## src/hcr_pkg.sv

```systemverilog
// constants for the host controller command and status register pair
// assumes a 32-bit avalon-mm slave port with byte addressing
package hcr_pkg;

    // ********************************************
    // register offsets (byte addresses)
    // ********************************************
    localparam logic [7:0] CMD_OFS = 8'h00;
    localparam logic [7:0] STS_OFS = 8'h04;
    localparam logic [7:0] IRQ_STS_OFS = 8'h40;
    localparam logic [7:0] IRQ_CLR_OFS = 8'h44;
    localparam logic [7:0] IRQ_EN_OFS = 8'h48;

    // ********************************************
    // command register fields
    // ********************************************
    localparam int CMD_RUN_STOP = 0;
    localparam int CMD_FULL_RST = 1;
    localparam int CMD_INTR_EN = 2;
    localparam int CMD_SYS_ERR_EN = 3;
    localparam int CMD_LIGHT_RST = 7;
    localparam int CMD_SAVE = 8;
    localparam int CMD_RESTORE = 9;
    localparam int CMD_WRAP_EN = 10;
    localparam int CMD_SUSP_STOP_EN = 11;
    localparam logic [31:0] CMD_RW_MASK = 32'h0000_0F8F;
    localparam logic [31:0] CMD_RESET = 32'h0000_0000;

    // ********************************************
    // status register fields
    // ********************************************
    localparam int STS_HALTED = 0;
    localparam int STS_SYS_ERR = 2;
    localparam int STS_EVENT = 3;
    localparam int STS_PORT_CHG = 4;
    localparam int STS_SAVE_BUSY = 8;
    localparam int STS_RESTORE_BUSY = 9;
    localparam int STS_SR_ERR = 10;
    localparam int STS_NOT_READY = 11;
    localparam int STS_CTRL_ERR = 12;
    localparam logic [31:0] STS_DEF_MASK = 32'h0000_1F1D;
    localparam logic [31:0] STS_RESET = 32'h0000_0801;

    // ********************************************
    // interrupt event bit layout
    // ********************************************
    localparam int EVT_W = 4;
    localparam int EVT_SYS_ERR = 0;
    localparam int EVT_EVENT = 1;
    localparam int EVT_PORT_CHG = 2;
    localparam int EVT_SR_ERR = 3;

    typedef enum logic {BUS_IDLE, BUS_DONE} hcr_bus_t;

endpackage
```

## src/hcr_cmd_status.sv

```systemverilog
// command and status register pair with interrupt status/clear/enable
// assumes avalon-mm master holds a request until waitrequest is seen low
module hcr_cmd_status #(
    parameter int ADDR_W = 8
) (
    // clock, reset, enable
    input wire logic i_ref_clk,
    input wire logic i_rst_b,
    input wire logic i_clk_en,
    // avalon-mm slave
    input wire logic [ADDR_W-1:0] i_avs_address,
    input wire logic i_avs_read,
    input wire logic i_avs_write,
    input wire logic [31:0] i_avs_writedata,
    input wire logic [3:0] i_avs_byteenable,
    output logic [31:0] o_avs_readdata,
    output logic o_avs_waitrequest,
    // controller state levels
    input wire logic i_halted,
    input wire logic i_not_ready,
    input wire logic i_ctrl_error,
    input wire logic i_save_busy,
    input wire logic i_restore_busy,
    // controller event pulses
    input wire logic i_sys_error_evt,
    input wire logic i_event_evt,
    input wire logic i_port_change_evt,
    input wire logic i_save_restore_err_evt,
    // command outputs
    output logic o_run_stop,
    output logic o_full_ctrl_reset,
    output logic o_interrupter_en,
    output logic o_sys_error_report_en,
    output logic o_light_ctrl_reset,
    output logic o_state_save_cmd,
    output logic o_state_restore_cmd,
    output logic o_wrap_event_en,
    output logic o_suspend_index_stop_en,
    // interrupt
    output logic o_irq
);

    // ********************************************
    // reset synchroniser
    // ********************************************
    logic [1:0] rst_sync_ff;
    logic rst_n;

    always_ff @(posedge i_ref_clk or negedge i_rst_b)
    begin
        if (!i_rst_b)
            rst_sync_ff <= 2'h0;
        else if (i_clk_en)
            rst_sync_ff <= {rst_sync_ff[0], 1'b1};
    end
    assign rst_n = rst_sync_ff[1];

    // ********************************************
    // bus handshake
    // ********************************************
    hcr_pkg::hcr_bus_t bus_ff;
    hcr_pkg::hcr_bus_t nxt_bus;
    logic [31:0] rdata_ff;
    logic [31:0] nxt_rdata;
    logic req;
    logic done;
    logic wr_done;
    logic rd_done;
    logic [7:0] addr;
    logic [31:0] be_mask;

    // registers
    logic [31:0] cmd_ff;
    logic [31:0] nxt_cmd;
    logic [31:0] sts_ff;
    logic [31:0] nxt_sts;
    logic [hcr_pkg::EVT_W-1:0] irq_sts_ff;
    logic [hcr_pkg::EVT_W-1:0] nxt_irq_sts;
    logic [hcr_pkg::EVT_W-1:0] irq_en_ff;
    logic [hcr_pkg::EVT_W-1:0] nxt_irq_en;
    logic [hcr_pkg::EVT_W-1:0] evt;

    assign addr = 8'(i_avs_address);
    assign req = i_avs_read | i_avs_write;
    // one wait cycle: read data comes from a flop loaded in the first cycle
    assign o_avs_waitrequest = req & (bus_ff != hcr_pkg::BUS_DONE);
    assign done = req & (bus_ff == hcr_pkg::BUS_DONE);
    assign wr_done = done & i_avs_write;
    assign rd_done = done & i_avs_read;
    assign be_mask = {{8{i_avs_byteenable[3]}}, {8{i_avs_byteenable[2]}},
                      {8{i_avs_byteenable[1]}}, {8{i_avs_byteenable[0]}}};
    assign evt = {i_save_restore_err_evt, i_port_change_evt, i_event_evt, i_sys_error_evt};

    always_comb
    begin
        nxt_bus = bus_ff;
        nxt_rdata = rdata_ff;
        case (bus_ff)
            hcr_pkg::BUS_IDLE:
            begin
                if (req)
                    nxt_bus = hcr_pkg::BUS_DONE;
                if (i_avs_read)
                begin
                    case (addr)
                        hcr_pkg::CMD_OFS: nxt_rdata = cmd_ff & hcr_pkg::CMD_RW_MASK;
                        hcr_pkg::STS_OFS: nxt_rdata = sts_ff & hcr_pkg::STS_DEF_MASK;
                        hcr_pkg::IRQ_STS_OFS: nxt_rdata = 32'(irq_sts_ff);
                        hcr_pkg::IRQ_EN_OFS: nxt_rdata = 32'(irq_en_ff);
                        default: nxt_rdata = 32'h0000_0000;
                    endcase
                end
            end
            hcr_pkg::BUS_DONE: nxt_bus = hcr_pkg::BUS_IDLE;
            default: nxt_bus = hcr_pkg::BUS_IDLE;
        endcase
    end

    always_ff @(posedge i_ref_clk or negedge rst_n)
    begin
        if (!rst_n)
        begin
            bus_ff <= hcr_pkg::BUS_IDLE;
            rdata_ff <= 32'h0000_0000;
        end
        else if (i_clk_en)
        begin
            bus_ff <= nxt_bus;
            rdata_ff <= nxt_rdata;
        end
    end
    assign o_avs_readdata = rdata_ff;

    // ********************************************
    // command register
    // ********************************************
    always_comb
    begin
        nxt_cmd = cmd_ff;
        if (wr_done && addr == hcr_pkg::CMD_OFS)
            nxt_cmd = ((cmd_ff & ~be_mask) | (i_avs_writedata & be_mask))
                      & hcr_pkg::CMD_RW_MASK;
    end

    always_ff @(posedge i_ref_clk or negedge rst_n)
    begin
        if (!rst_n)
            cmd_ff <= hcr_pkg::CMD_RESET;
        else if (i_clk_en)
            cmd_ff <= nxt_cmd;
    end

    assign o_run_stop = cmd_ff[hcr_pkg::CMD_RUN_STOP];
    assign o_full_ctrl_reset = cmd_ff[hcr_pkg::CMD_FULL_RST];
    assign o_interrupter_en = cmd_ff[hcr_pkg::CMD_INTR_EN];
    assign o_sys_error_report_en = cmd_ff[hcr_pkg::CMD_SYS_ERR_EN];
    assign o_light_ctrl_reset = cmd_ff[hcr_pkg::CMD_LIGHT_RST];
    assign o_state_save_cmd = cmd_ff[hcr_pkg::CMD_SAVE];
    assign o_state_restore_cmd = cmd_ff[hcr_pkg::CMD_RESTORE];
    assign o_wrap_event_en = cmd_ff[hcr_pkg::CMD_WRAP_EN];
    assign o_suspend_index_stop_en = cmd_ff[hcr_pkg::CMD_SUSP_STOP_EN];

    // ********************************************
    // status register
    // ********************************************
    always_comb
    begin
        nxt_sts = 32'h0000_0000;
        // read-only levels sampled one cycle late
        nxt_sts[hcr_pkg::STS_HALTED] = i_halted;
        nxt_sts[hcr_pkg::STS_NOT_READY] = i_not_ready;
        nxt_sts[hcr_pkg::STS_SAVE_BUSY] = i_save_busy;
        nxt_sts[hcr_pkg::STS_RESTORE_BUSY] = i_restore_busy;
        nxt_sts[hcr_pkg::STS_CTRL_ERR] = i_ctrl_error;
        // sticky flags: cleared by a completed read, a new event wins
        nxt_sts[hcr_pkg::STS_SYS_ERR] = sts_ff[hcr_pkg::STS_SYS_ERR];
        nxt_sts[hcr_pkg::STS_EVENT] = sts_ff[hcr_pkg::STS_EVENT];
        nxt_sts[hcr_pkg::STS_PORT_CHG] = sts_ff[hcr_pkg::STS_PORT_CHG];
        nxt_sts[hcr_pkg::STS_SR_ERR] = sts_ff[hcr_pkg::STS_SR_ERR];
        // only flags the read returned are cleared: one that rose during
        // the wait cycle was never seen by software and must stay pending
        if (rd_done && addr == hcr_pkg::STS_OFS)
            nxt_sts = nxt_sts & ~(rdata_ff & 32'h0000_041C);
        if (evt[hcr_pkg::EVT_SYS_ERR])
            nxt_sts[hcr_pkg::STS_SYS_ERR] = 1'b1;
        if (evt[hcr_pkg::EVT_EVENT])
            nxt_sts[hcr_pkg::STS_EVENT] = 1'b1;
        if (evt[hcr_pkg::EVT_PORT_CHG])
            nxt_sts[hcr_pkg::STS_PORT_CHG] = 1'b1;
        if (evt[hcr_pkg::EVT_SR_ERR])
            nxt_sts[hcr_pkg::STS_SR_ERR] = 1'b1;
    end

    always_ff @(posedge i_ref_clk or negedge rst_n)
    begin
        if (!rst_n)
            sts_ff <= hcr_pkg::STS_RESET;
        else if (i_clk_en)
            sts_ff <= nxt_sts;
    end

    // ********************************************
    // interrupt status, clear, enable
    // ********************************************
    always_comb
    begin
        nxt_irq_sts = irq_sts_ff;
        nxt_irq_en = irq_en_ff;
        if (wr_done && addr == hcr_pkg::IRQ_CLR_OFS)
            nxt_irq_sts = irq_sts_ff & ~i_avs_writedata[hcr_pkg::EVT_W-1:0];
        // set after clear so a same-cycle event is kept
        nxt_irq_sts = nxt_irq_sts | evt;
        if (wr_done && addr == hcr_pkg::IRQ_EN_OFS && i_avs_byteenable[0])
            nxt_irq_en = i_avs_writedata[hcr_pkg::EVT_W-1:0];
    end

    always_ff @(posedge i_ref_clk or negedge rst_n)
    begin
        if (!rst_n)
        begin
            irq_sts_ff <= '0;
            irq_en_ff <= '0;
        end
        else if (i_clk_en)
        begin
            irq_sts_ff <= nxt_irq_sts;
            irq_en_ff <= nxt_irq_en;
        end
    end
    assign o_irq = |(irq_sts_ff & irq_en_ff);
endmodule

```

## config.mk

```make
export PLATFORM = sky130hd
export DESIGN_NAME = hcr_cmd_status
export DESIGN_NICKNAME = d
export VERILOG_FILES = /design/src/hcr_pkg.sv /design/src/hcr_cmd_status.sv
export SDC_FILE = /design/constraint.sdc
export NUM_CORES = 1
export LEC_CHECK = 0
export BUFFER_PORTS_ARGS = -buffer_cell sky130_fd_sc_hd__buf_4
export CAP_MARGIN = 20
export CORE_UTILIZATION = 45
export CTS_BUF_LIST = sky130_fd_sc_hd__clkbuf_4 sky130_fd_sc_hd__clkbuf_8 sky130_fd_sc_hd__clkbuf_16
export CTS_CLUSTER_SIZE = 16
export DETAILED_ROUTE_END_ITERATION = 7
export PLACE_DENSITY = 0.79
export SYNTH_ARGS = -nofsm -noshare
export SYNTH_HDL_FRONTEND = slang
export SYNTH_SLANG_ARGS = --single-unit
```

## constraint.sdc

```tcl
create_clock -name i_ref_clk -period 1.4 [get_ports i_ref_clk]
set_input_delay 0.14 -clock i_ref_clk [delete_from_list [all_inputs] [get_ports i_ref_clk]]
set_output_delay 0.14 -clock i_ref_clk [all_outputs]
set_load 0.05 [all_outputs]
```

Word-level counts from Yosys, hierarchy flattened
Cells that the tools add are included.

operators by class
  eq/ne operators = 4
  mux-type cells = 9
  bitwise operators = 16
  reductions and logical operators = 18

operators with widths
  cell                                           count
  one-hot mux 13 bit (4 select lines)            1
  bitwise AND 12 bit                             2
  == test 8 x 7 -> 1 bit, second input constant  3
  bitwise AND 13 bit                             1
  two-way mux 13 bit                             1
  NOT 11 -> 13 bit                               1
  NOT 12 bit                                     1
  bitwise OR 12 bit                              1
  AND reduction 2 bit                            6
  bitwise AND 4 bit                              2
  == test 8 x 3 -> 1 bit, second input constant  1
  zero test 8 bit                                1
  nonzero test 2 bit                             4
  logical AND 1 bit                              5
  two-way mux 1 bit                              5
  bitwise AND 1 bit                              4
  two-way mux 4 bit                              1
  NOT 4 bit                                      1
  bitwise OR 4 bit                               1
  OR reduction 4 bit                             1
  AND reduction 3 bit                            1
  one-hot mux 1 bit (2 select lines)             1
  NOT 1 bit                                      1
  bitwise OR 1 bit                               1

storage, ports and cells
  bits in registers = 65
  input port bits = 58
  output and inout bits = 43
  logic and storage cells = 58

Logic depth before layout (Yosys ltp)
  depth after elaboration = 6
  mapped depth = 5
  gate-level depth less buffers = 4

Worst setup path before layout
OpenSTA, ideal clock, no wires.

  path kind = reg2reg
  start point = register rst_sync_ff[1] (netlist name)
  end point = register rst_sync_ff[1]
  setup time = 0.071 ns
  data arrival time = 1.421 ns
  required time = 1.329 ns
  setup slack = -0.092 ns
  stages on the path, launching flop included = 2
  path buffers = 0
  period minus slack after synthesis = 1.492 ns
  cells stage by stage = dfrtp_1 -> mux2_2

RTL lines
  element               RTL line              source
  to (signal assigned)  hcr_cmd_status.sv:54  rst_sync_ff <= {rst_sync_ff[0], 1'b1};
  to (decl)             hcr_cmd_status.sv:46  logic [1:0] rst_sync_ff;

Worst setup path in the final report
  start point = register bus_ff
  end point = register irq_en_ff[3] (netlist bit)

on the way
  cells in the longest elaborated chain, start to end = 5

RTL lines
  element                          RTL line               source
  from (decl)                      hcr_cmd_status.sv:61   hcr_pkg::hcr_bus_t bus_ff;
  from (signal assigned)           hcr_cmd_status.sv:123  bus_ff <= hcr_pkg::BUS_IDLE;
  from (signal assigned)           hcr_cmd_status.sv:128  bus_ff <= nxt_bus;
  bitwise AND 1 bit                hcr_cmd_status.sv:87   assign done = req & (bus_ff == hcr_pkg::BUS_DONE);
  bitwise AND 1 bit                hcr_cmd_status.sv:88   assign wr_done = done & i_avs_write;
  logical AND 1 bit (2 in series)  hcr_cmd_status.sv:213  if (wr_done && addr == hcr_pkg::IRQ_EN_OFS && i_avs_byteenable[0])
  AND reduction 2 bit (no line)    n/a
  to (signal assigned)             hcr_cmd_status.sv:227  irq_en_ff <= nxt_irq_en;
  to (decl)                        hcr_cmd_status.sv:79   logic [hcr_pkg::EVT_W-1:0] irq_en_ff;

No other way between the ends.
A chain may end at the register's enable or synchronous reset.

==> insert_results.sql <==
INSERT INTO impl_metrics (metric_group, metric, value, unit) VALUES
('outcome', 'outcome', 'finished, violations left', ''),
('outcome', 'violations_in_the_final_reports', 'setup timing', ''),
('sta', 'min_period', '1.45', 'ns'),
('logic_synthesis', 'syn_area', '2000', 'sq um'),
('sta', 'fin_skew', '0.0120', 'ns'),
('worst_setup_path', 'worst_setup_path_end_kind', 'flop', ''),
('power_and_ir_drop', 'leakage', '0.00133', 'uW'),
('detailed_routing', 'viasPerCell', '5.07', ''),
('logic_synthesis', 'yosys_warnings', '0', ''),
('sta', 'hold_viol', '0', ''),
('sta', 'slew_violations', '0', ''),
('worst_setup_path', 'reg2reg_from', 'bus_ff$_DFFE_PN0P_', ''),
('die', 'die_area', '4720', 'sq um'),
('logic_synthesis', 'synth_xor_xnor_area_share', '0', '%'),
('layout', 'final_cell_area', '2680', 'sq um'),
('power_and_ir_drop', 'powerDensity', '910', 'nW/um^2'),
('cts', 'worstSkewPairLatency', '0.30', 'ns'),
('power_and_ir_drop', 'peakVddDrop', '643', 'uV'),
('die', 'die_x', '68.7', 'um'),
('layout', 'most-common-layout-cells', 'sky130_fd_sc_hd__buf_4, sky130_fd_sc_hd__dfrtp_1, sky130_fd_sc_hd__conb_1, sky130_fd_sc_hd__nand2_1, sky130_fd_sc_hd__mux2_2', ''),
('logic_synthesis', 'syn_avg_cell_area', '11.9', 'sq um'),
('global_routing', 'global_route.usage.total', '20.8', '%'),
('global_routing', 'initial_antenna_violation_count', '0', ''),
('logic_synthesis', 'fraction_of_the_mapped_netlist_area_in_compound_gates', '10.1', '%'),
('hold_path', 'whs_path_depth', '2', ''),
('logic_synthesis', 'dominantRegCellSynth', 'sky130_fd_sc_hd__dfrtp_1', ''),
('flow_run', 'max_cap_viol_count', '0', ''),
('die', 'die-height', '68.7', 'um'),
('hold_path', 'hp-class', 'in -> reg', ''),
('detailed_routing', 'drtIter0Drc', '85', ''),
('die', 'number_of_standard_cell_rows_in_the_floorplan', '23', ''),
('logic_synthesis', 'syn-instance-count', '168', ''),
('logic_synthesis', 'synth.yosys.seq_area_share', '50.2', '%'),
('cts', 'cts-buffers-inserted', '5', ''),
('detailed_routing', 'detail_route.first_pass.iterations', '4', ''),
('place', 'gpl.final_weighted_congestion', '0.784', ''),
('detailed_routing', 'num_vias', '1496', ''),
('detailed_routing', 'route.detailed.drc', '0', ''),
('worst_setup_path', 'start_kind', 'flop', ''),
('layout', 'layout-drive-gt1-share', '51.4', '%'),
('detailed_routing', 'drt.antenna.violating_nets', '0', ''),
('detailed_routing', 'route.detailed.wl_per_inst', '15.5', 'um'),
('worst_setup_path', 'crit_required', '1.58', 'ns'),
('logic_synthesis', 'area_share_of_fa_ha_maj_cells_after_synthesis', '0', '%'),
('layout', 'most_common_cell_after_layout_fill_and_taps_aside', 'sky130_fd_sc_hd__buf_4', ''),
('layout', 'finalNetCount', '302', ''),
('power_and_ir_drop', 'netSwitchingFraction', '29.0', '%'),
('global_routing', 'grt_max_degree', '39', ''),
('global_routing', 'vias_in_the_first_global_route', '1449', ''),
('power_and_ir_drop', 'power.share.combinational', '19.2', '%'),
('sta', 'final.setup.worst_slack', '-0.0474', 'ns'),
('sta', 'maxClockFrequency', '0.691', 'GHz'),
('sta', 'final-setup-viol-count', '5', ''),
('cts', 'clkSinkCount', '40', ''),
('cts', 'cts.path.max_buffers', '2', ''),
('logic_synthesis', 'post_synth_num_cell_types', '33', ''),
('power_and_ir_drop', 'sequentialPowerShare', '49.4', '%'),
('hold_path', 'hold_sp', 'i_avs_writedata[7]', ''),
('sta', 'final_min_period_over_clock_period', '103', '%'),
('place', 'port_buffers', '54', ''),
('die', 'floorplan.initialDensity', '48.3', '%'),
('sta', 'rsz0062_at_grt', 'yes', ''),
('die', 'floorplan.io_pins', '101', ''),
('logic_synthesis', 'asyncSetResetFlopFracSynth', '100', '%'),
('worst_setup_path', 'setup_slack_reg_to_reg', '-0.05', 'ns'),
('logic_synthesis', 'synth_enable_flop_cells', '0', ''),
('worst_setup_path', 'critical_path_arrival', '1.63', 'ns'),
('worst_setup_path', 'r2r_cells', '4', ''),
('global_routing', 'grt_first_pass_wirelength', '6.74', 'mm'),
('layout', 'fillers', '326', ''),
('cts', 'cts_tree', 'yes', '');
-- synthesized netlist by cell type (3+ instances only) --
master	n	share of area [%]
sky130_fd_sc_hd__dfrtp_1	38	48
sky130_fd_sc_hd__buf_4	22	8.3
sky130_fd_sc_hd__nand2_1	20	3.8
sky130_fd_sc_hd__mux2_2	16	9.0
sky130_fd_sc_hd__mux2i_1	11	5.5
sky130_fd_sc_hd__a22o_1	8	3.5
sky130_fd_sc_hd__o21ai_0	7	1.8
sky130_fd_sc_hd__nor2_1	6	1.1
sky130_fd_sc_hd__mux2_4	4	3.0
sky130_fd_sc_hd__a32o_1	3	1.5
sky130_fd_sc_hd__o22a_2	3	1.5
-- how the worst max path moves through the flow --
stage | start | end | slack (ns) | cells after the start
2_1_floorplan | bus_ff$_DFFE_PN0P_ | bus_ff$_DFFE_PN0P_ | -0.02 | 2
3_3_place_gp | i_avs_address[4] | irq_en_ff[0]$_DFFE_PN0P_ | -0.1 | 6
3_5_place_dp | i_avs_address[4] | irq_en_ff[3]$_DFFE_PN0P_ | -0.11 | 6
4_1_cts | bus_ff$_DFFE_PN0P_ | irq_en_ff[3]$_DFFE_PN0P_ | -0.04 | 4
5_1_grt | bus_ff$_DFFE_PN0P_ | o_avs_readdata[1]$_DFFE_PN0P_ | -0.14 | 5
6_report | bus_ff$_DFFE_PN0P_ | irq_en_ff[3]$_DFFE_PN0P_ | -0.05 | 4
-- repair_timing --
item,4_1_cts,5_1_grt
pin swaps,1,8
buffers inserted,1,2
hold endpoints to repair,2,0
hold buffers,1,0
setup endpoints to repair,14,20
gates resized for setup,6,14
-- logic make-up (layout without fill, tap and decap cells) --
logic type | Yosys count | count (layout)
AO/OA/AOI/OAI | 26 | 26
multiplexers | 31 | 31
other | 1 | 21
AND/OR/NAND/NOR | 42 | 42
flip-flops | 40 | 40
buffers and inverters | 28 | 85
-- metrics by stage --
stage	cells	hold slack, ns	power (uW)	TNS, ns
floorplan	188	-0.156	1540	-0.0221
global placement	283	-0.0777	1650	-0.696
detailed placement	283	-0.0772	1660	-1.03
CTS	293	0.0606	2440	-0.149
global route	295	0.0613	2530	-0.825
finish	295	0.0668	2440	-0.203
-- metal layers --
layer | up-vias | GRT usage [%] | wire, um | share of wire (%)
li1 | 708 | - | - | -
met1 | 733 | 25.5 | 1910 | 42
met2 | 49 | 35.2 | 2380 | 52
met3 | 6 | 5.26 | 220 | 4.8
met4 | 0 | 7.81 | 65 | 1.4
met5 | - | 0 | 0 | 0
-- area by class of cell --
class	count	area (sq um)	share of cell area, %
Sequential cell	40	1000	37.5
Multi-Input combinational cell	120	946	35.3
Timing Repair Buffer	75	573	21.4
Clock buffer	6	76.3	2.85
Tap cell	50	62.6	2.33
Clock inverter	2	12.5	0.466
Inverter	2	7.51	0.280
-- worst max-delay path: stages, from the launching register on --
cell and delay (ns):
sky130_fd_sc_hd__dfrtp_1 0.35, sky130_fd_sc_hd__and3_4 0.21, sky130_fd_sc_hd__nand2_4 0.06, sky130_fd_sc_hd__or3_4 0.38, sky130_fd_sc_hd__mux2_4 0.32
-- power groups by stage --
| stage | clock [uW] | sequential [uW] | combinational (uW) |
|---|---|---|---|
| 6_report | 767 | 1210 | 469 |
| 2_1_floorplan | 0 | 1240 | 307 |
| 5_1_grt | 816 | 1210 | 501 |
| 4_1_cts | 784 | 1210 | 453 |
| 3_3_place_gp | 0 | 1220 | 429 |
| 3_5_place_dp | 0 | 1230 | 436 |
Note: power is estimated with default switching activity, not from simulation.
